===== config.mk =====
export PLATFORM = sky130hd
export DESIGN_NAME = psl_lock_top
export DESIGN_NICKNAME = d
export VERILOG_FILES = /design/src/psl_pkg.sv /design/src/psl_sec_if.sv /design/src/psl_fuse_burner.sv /design/src/psl_access_gate.sv /design/src/psl_lock_top.sv
export SDC_FILE = /design/constraint.sdc
export NUM_CORES = 1
export LEC_CHECK = 0
export BUFFER_PORTS_ARGS = -buffer_cell sky130_fd_sc_hd__buf_4
export CORE_MARGIN = 8
export CORE_UTILIZATION = 25
export CTS_CLUSTER_DIAMETER = 120
export CTS_CLUSTER_SIZE = 8
export DETAILED_ROUTE_END_ITERATION = 6
export HOLD_SLACK_MARGIN = 0.1
export SETUP_SLACK_MARGIN = 0.4
export SKIP_LAST_GASP = 1
export SLEW_MARGIN = 40
export SYNTH_ARGS = -nofsm -noshare
export SYNTH_HDL_FRONTEND = slang
export SYNTH_SLANG_ARGS = --single-unit

===== constraint.sdc =====
create_clock -name clk_in -period 1.5 [get_ports clk_in]
set_clock_uncertainty 0.15 [all_clocks]
set_input_delay 0.3 -clock clk_in [delete_from_list [all_inputs] [get_ports clk_in]]
set_output_delay 0.3 -clock clk_in [all_outputs]
set_load 0.02 [all_outputs]

===== src/psl_pkg.sv =====
// package: addresses, fields, codes and states of the program security lock
package psl_pkg;

  // register addresses
  localparam logic [7:0]  FLASH_CTRL_ADDR = 8'hb2;
  localparam logic [15:0] BURN_TRIG_ADDR  = 16'hffd1;
  localparam logic [15:0] FUSE_SETUP_ADDR = 16'hffd2;
  localparam logic [15:0] SEC_STAT_ADDR   = 16'hffd7;

  // flash_control fields
  localparam int FC_PWE_BIT    = 0;
  localparam int FC_MEEN_BIT   = 1;
  localparam int FC_SECURE_BIT = 6;

  // security_fuse_status fields
  localparam int SS_FUSE1_BIT   = 0;
  localparam int SS_FUSE0_BIT   = 1;
  localparam int SS_PIN_BIT     = 5;
  localparam int SS_PROG_EN_BIT = 7;

  // fuse burning codes
  localparam logic [7:0] SETUP_KEY = 8'h54;
  localparam logic [7:0] SEL_MODE0 = 8'h81;
  localparam logic [7:0] SEL_MODE1 = 8'h82;
  localparam logic [7:0] BURN_ARM  = 8'ha6;

  localparam logic [6:0] PAGE_ZERO = 7'h00;
  localparam logic [7:0] REG_RESET = 8'h00;

  typedef enum logic [2:0] {
    EMU_RD_FLASH,
    EMU_WR_FLASH,
    EMU_PAGE_ERASE,
    EMU_MASS_ERASE,
    EMU_RD_XRAM,
    EMU_WR_XRAM,
    EMU_CTRL
  } psl_emu_op_e;

  typedef enum logic [1:0] {
    BURN_IDLE,
    BURN_KEYED,
    BURN_SELECTED,
    BURN_ON
  } psl_burn_e;

endpackage


===== src/psl_sec_if.sv =====
// interface: security flags shared between the lock core and its access gate
`timescale 1ns/1ps
interface psl_sec_if;
  logic secure;
  logic mode0_act;
  logic mode1_act;
  logic erase_busy;
  modport core (output secure, output mode0_act, output mode1_act, output erase_busy);
  modport gate (input secure, input mode0_act, input mode1_act, input erase_busy);
endinterface


===== src/psl_fuse_burner.sv =====
// fuse burn sequencer: key, fuse select, then arm or stop
`timescale 1ns/1ps
module psl_fuse_burner
  import psl_pkg::*;
(
  // clock and reset
  input  wire logic       clk_in,
  input  wire logic       resetn_in,
  // register writes
  input  wire logic       setup_wr_in,
  input  wire logic       trig_wr_in,
  input  wire logic [7:0] wdata_in,
  // qualifiers
  input  wire logic       prog_en_in,
  input  wire logic       sec_pin_in,
  // fuse drive
  output logic            burn_en_out,
  output logic [1:0]      burn_sel_out
);

  typedef struct packed {
    psl_burn_e  state;
    logic [1:0] sel;
  } psl_burn_s;

  psl_burn_s st_reg;
  psl_burn_s st_next;

  always_comb begin
    st_next = st_reg;
    unique case (st_reg.state)
      BURN_IDLE: begin
        if (setup_wr_in && wdata_in == SETUP_KEY) begin
          st_next.state = BURN_KEYED;
        end
      end
      BURN_KEYED: begin
        if (setup_wr_in) begin
          st_next.state = BURN_IDLE;
          // one fuse at a time; any other select drops the key
          if (wdata_in == SEL_MODE0 || wdata_in == SEL_MODE1) begin
            st_next.state = BURN_SELECTED;
            st_next.sel   = wdata_in[1:0];
          end
        end
      end
      BURN_SELECTED, BURN_ON: begin
        if (trig_wr_in) begin
          st_next.state = (wdata_in == BURN_ARM && prog_en_in) ? BURN_ON : BURN_IDLE;
        end
      end
    endcase
  end

  always_ff @(posedge clk_in) begin
    if (!resetn_in) begin
      st_reg <= '{state: BURN_IDLE, sel: 2'h0};
    end else begin
      st_reg <= st_next;
    end
  end

  // mode-1 fuse only takes current with the security pin high
  assign burn_en_out  = (st_reg.state == BURN_ON) && (st_reg.sel[0] || sec_pin_in);
  assign burn_sel_out = (st_reg.state == BURN_ON) ? st_reg.sel : 2'h0;

endmodule


===== src/psl_access_gate.sv =====
// access gate: grants or refuses emulation and processor flash operations
`timescale 1ns/1ps
module psl_access_gate
  import psl_pkg::*;
(
  // security flags
  psl_sec_if.gate         sec,
  // emulation port request
  input  wire logic       emu_req_in,
  input  wire logic [2:0] emu_op_in,
  input  wire logic [6:0] emu_page_in,
  // processor flash request
  input  wire logic       cpu_page_erase_in,
  input  wire logic       cpu_flash_wr_in,
  input  wire logic [6:0] cpu_page_in,
  // answers
  output logic            emu_grant_out,
  output logic            emu_refuse_out,
  output logic            cpu_grant_out
);

  function automatic logic hits_page_zero(input logic [6:0] page, input logic secure);
    return secure && (page == PAGE_ZERO);
  endfunction

  psl_emu_op_e op;
  logic        emu_ok;

  always_comb begin
    op     = psl_emu_op_e'(emu_op_in);
    emu_ok = 1'b1;
    if (sec.mode1_act) begin
      emu_ok = 1'b0;
    end else if (sec.mode0_act && op != EMU_MASS_ERASE) begin
      emu_ok = 1'b0;
    end else if (sec.secure && (op == EMU_RD_FLASH || op == EMU_RD_XRAM)) begin
      emu_ok = 1'b0;
    end else if ((op == EMU_PAGE_ERASE || op == EMU_WR_FLASH) && hits_page_zero(emu_page_in, sec.secure)) begin
      emu_ok = 1'b0;
    end else if ((op == EMU_WR_FLASH || op == EMU_PAGE_ERASE || op == EMU_MASS_ERASE) && sec.erase_busy) begin
      emu_ok = 1'b0;
    end
    emu_grant_out  = emu_req_in && emu_ok;
    emu_refuse_out = emu_req_in && !emu_ok;
  end

  assign cpu_grant_out = (cpu_page_erase_in || cpu_flash_wr_in) && !sec.erase_busy
                         && !hits_page_zero(cpu_page_in, sec.secure);

endmodule


===== src/psl_lock_top.sv =====
// program security lock: lock bit, fuse flags, burn control and port gating
//
// How it works
// - two security levels, each needs its own blown fuse
// - processor sets lock bit 6 of flash_control to enter mode 0
// - mode 0 lets the emulation port do bulk erase only
// - lock bit clears on reset; software may set, never clear it
// - mode 0 ends on any reset, erase or not, since reset clears the lock bit
// - global erase also clears all external data RAM
// - lock bit set blocks external reads of flash and data RAM
// - lock bit gives mode 0 only if mode-0 fuse is blown
// - blown fuse is permanent; nothing overrides it
// - lock bit set refuses page erase of page zero from anyone
// - lock bit set suppresses writes to page zero from anyone
// - mode-1 fuse blown disables emulation port for good
// - mode-1 fuse sampled during reset, before boot starts
// - emulation port disabled as soon as mode-1 fuse blows
// - security pin level reads live at status bit 5
// - mode-0 fuse burns whatever the security pin level
// - flash accepts programming again once bulk erase completes; lock bit and page-zero guard stay until reset
// - trigger starts burn only on arm value, else stops it
// - status bit 7 enables fuse programming
// - mass erase starts only while emulation port is enabled
`timescale 1ns/1ps
module psl_lock_top
  import psl_pkg::*;
(
  // clock and reset
  input  wire logic        clk_in,
  input  wire logic        resetn_in,

  // internal register port of the processor
  input  wire logic [7:0]  sfr_addr_in,
  input  wire logic        sfr_wr_in,
  input  wire logic        sfr_rd_in,
  input  wire logic [7:0]  sfr_wdata_in,
  output logic [7:0]       sfr_rdata_out,

  // external data mapped register port
  input  wire logic [15:0] xsfr_addr_in,
  input  wire logic        xsfr_wr_in,
  input  wire logic        xsfr_rd_in,
  input  wire logic [7:0]  xsfr_wdata_in,
  output logic [7:0]       xsfr_rdata_out,

  // processor state
  input  wire logic        int_enabled_in,

  // fuse sense and drive
  input  wire logic        mode0_fuse_in,
  input  wire logic        mode1_fuse_in,
  input  wire logic        sec_pin_in,
  output logic             burn_en_out,
  output logic [1:0]       burn_sel_out,

  // emulation port requests
  input  wire logic        emu_req_in,
  input  wire logic [2:0]  emu_op_in,
  input  wire logic [6:0]  emu_page_in,
  output logic             emu_grant_out,
  output logic             emu_refuse_out,
  output logic             emu_enabled_out,

  // processor flash requests
  input  wire logic        cpu_page_erase_in,
  input  wire logic        cpu_flash_wr_in,
  input  wire logic [6:0]  cpu_page_in,
  input  wire logic        cpu_mass_erase_in,
  output logic             cpu_grant_out,

  // flash controller
  output logic             mass_erase_go_out,
  output logic             xram_clear_out,
  input  wire logic        mass_erase_done_in,

  // security status
  output logic             ext_read_block_out,
  output logic             mode0_active_out,
  output logic             mode1_active_out,
  output logic             flash_pwe_out
);

  ////////////////////////////////////////////////////////////////////
  // state

  typedef struct packed {
    logic       secure;
    logic       pwe;
    logic       meen;
    logic       prog_en;
    logic       fuse0;
    logic       fuse1;
    logic       busy;
    logic       erase_go;
    logic [7:0] sfr_rdata;
    logic [7:0] xsfr_rdata;
  } psl_lock_s;

  psl_lock_s st_reg;
  psl_lock_s st_next;

  ////////////////////////////////////////////////////////////////////
  // decode

  logic fc_wr;
  logic fc_rd;
  logic ss_wr;
  logic ss_rd;
  logic setup_wr;
  logic trig_wr;

  assign fc_wr    = sfr_wr_in && (sfr_addr_in == FLASH_CTRL_ADDR);
  assign fc_rd    = sfr_rd_in && (sfr_addr_in == FLASH_CTRL_ADDR);
  assign ss_wr    = xsfr_wr_in && (xsfr_addr_in == SEC_STAT_ADDR);
  assign ss_rd    = xsfr_rd_in && (xsfr_addr_in == SEC_STAT_ADDR);
  assign setup_wr = xsfr_wr_in && (xsfr_addr_in == FUSE_SETUP_ADDR);
  assign trig_wr  = xsfr_wr_in && (xsfr_addr_in == BURN_TRIG_ADDR);

  ////////////////////////////////////////////////////////////////////
  // security flags

  logic emu_enabled;
  logic mode0_act;
  logic mass_start;

  // emulation port is dead the moment the mode-1 fuse reads blown
  assign emu_enabled = !(st_reg.fuse1 || mode1_fuse_in);

  // the lock bit alone is not enough; the fuse must already be blown
  assign mode0_act = st_reg.secure && st_reg.fuse0;

  psl_sec_if sec_if ();

  assign sec_if.secure     = st_reg.secure;
  assign sec_if.mode0_act  = mode0_act;
  assign sec_if.mode1_act  = !emu_enabled;
  assign sec_if.erase_busy = st_reg.busy;

  ////////////////////////////////////////////////////////////////////
  // access gate

  logic emu_grant;
  logic emu_mass;

  psl_access_gate u_gate (
    .sec               (sec_if.gate),
    .emu_req_in        (emu_req_in),
    .emu_op_in         (emu_op_in),
    .emu_page_in       (emu_page_in),
    .cpu_page_erase_in (cpu_page_erase_in),
    .cpu_flash_wr_in   (cpu_flash_wr_in),
    .cpu_page_in       (cpu_page_in),
    .emu_grant_out     (emu_grant),
    .emu_refuse_out    (emu_refuse_out),
    .cpu_grant_out     (cpu_grant_out)
  );

  assign emu_mass = emu_grant && (emu_op_in == EMU_MASS_ERASE);

  // processor mass erase needs the enable bit and a live emulation port
  assign mass_start = !st_reg.busy && emu_enabled
                      && ((cpu_mass_erase_in && st_reg.meen) || emu_mass);

  ////////////////////////////////////////////////////////////////////
  // fuse burner

  psl_fuse_burner u_burn (
    .clk_in       (clk_in),
    .resetn_in    (resetn_in),
    .setup_wr_in  (setup_wr),
    .trig_wr_in   (trig_wr),
    .wdata_in     (xsfr_wdata_in),
    .prog_en_in   (st_reg.prog_en),
    .sec_pin_in   (sec_pin_in),
    .burn_en_out  (burn_en_out),
    .burn_sel_out (burn_sel_out)
  );

  ////////////////////////////////////////////////////////////////////
  // next state

  always_comb begin
    st_next          = st_reg;
    st_next.erase_go = 1'b0;

    // lock bit: writes of one stick, writes of zero are ignored
    if (fc_wr && sfr_wdata_in[FC_SECURE_BIT]) begin
      st_next.secure = 1'b1;
    end

    // write enable is locked while interrupts are on
    if (fc_wr && !int_enabled_in) begin
      st_next.pwe = sfr_wdata_in[FC_PWE_BIT];
    end
    if (cpu_flash_wr_in && cpu_grant_out) begin
      st_next.pwe = 1'b0;
    end

    if (fc_wr) begin
      st_next.meen = sfr_wdata_in[FC_MEEN_BIT];
    end

    if (ss_wr) begin
      st_next.prog_en = xsfr_wdata_in[SS_PROG_EN_BIT];
    end

    // fuse flags only ever set; no register path clears them
    st_next.fuse0 = st_reg.fuse0 || mode0_fuse_in;
    st_next.fuse1 = st_reg.fuse1 || mode1_fuse_in;

    // erase: start pulse, busy until the flash controller reports done
    if (mass_start) begin
      st_next.erase_go = 1'b1;
      st_next.busy     = 1'b1;
      st_next.meen     = 1'b0;
    end else if (mass_erase_done_in) begin
      st_next.busy = 1'b0;
    end

    if (fc_rd) begin
      st_next.sfr_rdata                = REG_RESET;
      st_next.sfr_rdata[FC_PWE_BIT]    = st_reg.pwe;
      st_next.sfr_rdata[FC_SECURE_BIT] = st_reg.secure;
    end

    // status read: program enable is write-only, pin level is live
    if (ss_rd) begin
      st_next.xsfr_rdata               = REG_RESET;
      st_next.xsfr_rdata[SS_FUSE0_BIT] = st_reg.fuse0;
      st_next.xsfr_rdata[SS_FUSE1_BIT] = st_reg.fuse1;
      st_next.xsfr_rdata[SS_PIN_BIT]   = sec_pin_in;
    end
  end

  ////////////////////////////////////////////////////////////////////
  // registers

  // reset is synchronous, so sampling the fuse sense lines here is a
  // clocked capture while reset is held, ahead of any boot activity
  always_ff @(posedge clk_in) begin
    if (!resetn_in) begin
      st_reg.secure     <= 1'b0;
      st_reg.pwe        <= 1'b0;
      st_reg.meen       <= 1'b0;
      st_reg.prog_en    <= 1'b0;
      st_reg.fuse0      <= mode0_fuse_in;
      st_reg.fuse1      <= mode1_fuse_in;
      st_reg.busy       <= 1'b0;
      st_reg.erase_go   <= 1'b0;
      st_reg.sfr_rdata  <= REG_RESET;
      st_reg.xsfr_rdata <= REG_RESET;
    end else begin
      st_reg <= st_next;
    end
  end

  ////////////////////////////////////////////////////////////////////
  // outputs

  assign sfr_rdata_out      = st_reg.sfr_rdata;
  assign xsfr_rdata_out     = st_reg.xsfr_rdata;

  // erase and data RAM clear go together, lock bit or not
  assign mass_erase_go_out  = st_reg.erase_go;
  assign xram_clear_out     = st_reg.erase_go;

  assign ext_read_block_out = st_reg.secure;
  assign mode0_active_out   = mode0_act;
  assign mode1_active_out   = !emu_enabled;
  assign emu_enabled_out    = emu_enabled;
  assign emu_grant_out      = emu_grant;
  assign flash_pwe_out      = st_reg.pwe;

endmodule


==> reports/metrics.cfg <==
[drt]
route.detailed.drc=0
wl_per_cell_um=14.4
via_per_inst=4.44
routed_wl_um=4290
antenna_left=0
num_vias=1324
drt_first_pass_iters=4
drt-initial-drc-count=41

[finish]
antenna_cells=0
area_growth_pct=111
fillers=406
drive_above_1_share=0.687
final_cells=298
fin_nets=319
finalCoreUtilization=0.556

[worst_setup_path]
critPathKind=input pin to output pin
worstPathCellList=buf_6 > nor4_4 > and4b_1 > a21oi_2 > o311ai_2 > and2_4 > buf_6
r2r-start=u_burn.st_reg[3]
r2r-end=u_burn.st_reg[3]
r2r_setup_slack_ns=0.07
startpoint=emu_page_in[6]
cp-endpoint=emu_refuse_out
critical_path.max_fanout=2
critPathTopFamily=simple AND/OR/NAND/NOR gates
required_ns=1.05
worstSetupEndpointType=output pin
ff2ff_path_depth=5
cp_common_cell=buf_6
worst-path-buf-inv=2
cpPeakStageDelay_ns=0.29
arrival_ns=1.58
start_kind=input pin
cpMaxStageDelayCell=o311ai_2
path_depth=7

[sta]
finalSetupViolations=5
setup_slack_ns=-0.529
drv_slew=0
max_freq_ghz=0.493
worst_hold_slack_ns=0.0910
fin_crit_ns=2.03
finalCritPeriodShare=1.35
finalHoldViolCount=0
rsz0062_at_grt=true

[logic_synthesis]
synth_top_family_by_area=simple AND/OR/NAND/NOR gates
synth-compound-area-share=0.117
synthCells=133
yosys.area_share.simple=0.384
synth_cell_types=41
syn_area_per_cell_um2=8.72
synth.area.mux_share=0.0690
synthDominantCellAreaShare=0.293
synth_warnings=0
yosys.area_share.xor_xnor=0.00755
yosysSeqAreaShare=0.293
synth.area.top_cells=dfxtp_1, buf_4, mux2i_1
ys_ff_latch=17
synth_fa_ha_area_frac=0
yosysTopAreaCell=dfxtp_1
synthesis.area_um2=1160

[global_routing]
grt_first_pass_wirelength_um=6820
grt_start_max_net_pins=18
track_usage=0.114
antenna_found_initial=0
first_global_vias=1447
grt_overflow_total=0

[clock_tree]
clock-sinks=17
root_buffer=clkbuf_8
cts_buffers=3
clock_tree.buffer_depth=2
htreeDepth=1
insertion_delay_ns=0.24
tritoncts=done
clkTransAtPathRegs_ns=0.06

[floorplanning]
start_util=0.263
coreArea_um2=4410
dieHeight_um=84.1
dieWidth_um=84.1
ioPinCount=101
rows=24
design.die.area_um2=7080

[placed_design]
dp_cells=280
gp_congestion=0.731
portBuffers=84
place_hpwl_um=3320

[pwr]
p_leak_nw=1.16
ir_drop_mv=0.408
total_power_mw=1.12
power_density_nw_per_um2=457

[run]
drv_cap=0

[hold_path]
hold_class=input pin to register
hold_start=mode0_fuse_in

[run_status]
status=finished, violations left
violations=setup timing

-- cell type report --
cell class | count | area, um2 | area share
clock buffers | 4 | 45.0 | 0.0184
flip-flops and latches | 17 | 360 | 0.147
repair buffers | 118 | 1020 | 0.418
well taps | 52 | 65.1 | 0.0265
inverters | 3 | 13.8 | 0.00561
multi-input cells | 104 | 943 | 0.385
-- routing by layer --
layer / vias to the layer above / track usage / routed length [um]
met2: 46 / 0.210 / 2330
met3: 4 / 0.0518 / 312
li1: 685 / - / -
met4: 0 / 0.0157 / 34
met5: - / 0 / 0
met1: 589 / 0.116 / 1620
-- power breakdown --
group | total (mW) | internal, mW | switching, mW
clock | 0.330 | 0.188 | 0.142
sequential | 0.457 | 0.453 | 0.00384
combinational | 0.335 | 0.199 | 0.137
-- kinds of logic after synthesis --
family / Yosys count
AOI/OAI and AO/OA: 19
xor gates and xnor gates: 1
buffers and inverters: 22
DFF: 17
muxes: 8
other: 1
and+or+nand+nor: 65
-- stage by stage --
step | setup TNS (ns) | cell area (um2) | worst slack (ns)
floorplan | -0.851 | 1280 | -0.265
global placement | -3.06 | 1980 | -0.512
CTS | -1.28 | 2350 | -0.531
finish | -1.20 | 2450 | -0.529
global route | -1.63 | 2450 | -0.624
detailed placement | -3.28 | 1980 | -0.605
-- timing repair --
| item | in CTS | in global routing |
|---|---|---|
| buffers inserted | 9 | 5 |
| setup endpoints to repair | 33 | 33 |
| hold endpoints to repair | 1 | 1 |
| gates resized for setup | 62 | 17 |
| pin swaps | 20 | 26 |
-- cells in the mapped netlist (all sizes together) --
| library cell | instances |
|---|---|
| nand2b | 1 |
| buf | 17 |
| o21a | 2 |
| nor3 | 3 |
| dfxtp | 17 |
| a31oi | 2 |
| a21oi | 3 |
| nor2 | 8 |
| nand3b | 1 |
| a21o | 2 |
| o221ai | 1 |
| conb | 1 |
| nor4bb | 2 |
| or2 | 2 |
| nand4b | 3 |
| nor2b | 8 |
| mux2i | 8 |
| and4b | 1 |
| nand3 | 3 |
| a21boi | 2 |
| o311ai | 1 |
| nor3b | 4 |
| nor4b | 4 |
| o21bai | 1 |
| or4 | 1 |
| xor2 | 1 |
| nand4bb | 1 |
| and4 | 1 |
| o211a | 2 |
| a22oi | 1 |
| inv | 3 |
| o21ai | 2 |
| nand4 | 4 |
| nor4 | 3 |
| nand2 | 7 |
| and3 | 4 |
| clkbuf | 2 |
| and2 | 4 |
-- worst min path at each step --
stage	endpoint	slack (ns)	cells after the start
6_report	st_reg[19]	0.09	2
3_5_place_dp	sfr_rdata_out[0]	0.31	2
5_1_grt	st_reg[19]	0.07	2
3_3_place_gp	sfr_rdata_out[6]	0.30	2
4_1_cts	st_reg[19]	0.08	2
2_1_floorplan	st_reg[18]	0.24	1
-- cell usage in the layout (no fill, tap or decap), types with 3 or more instances in the layout --
cell	count
nor2_1	4
conb_1	11
nor4b_4	4
dfxtp_1	5
mux2i_1	8
nor2b_1	8
buf_4	81
nand2_1	6
clkbuf_8	3
nand4_1	4
and3_4	4
buf_6	37
dfxtp_2	10
(Power assumes the default switching activity.)
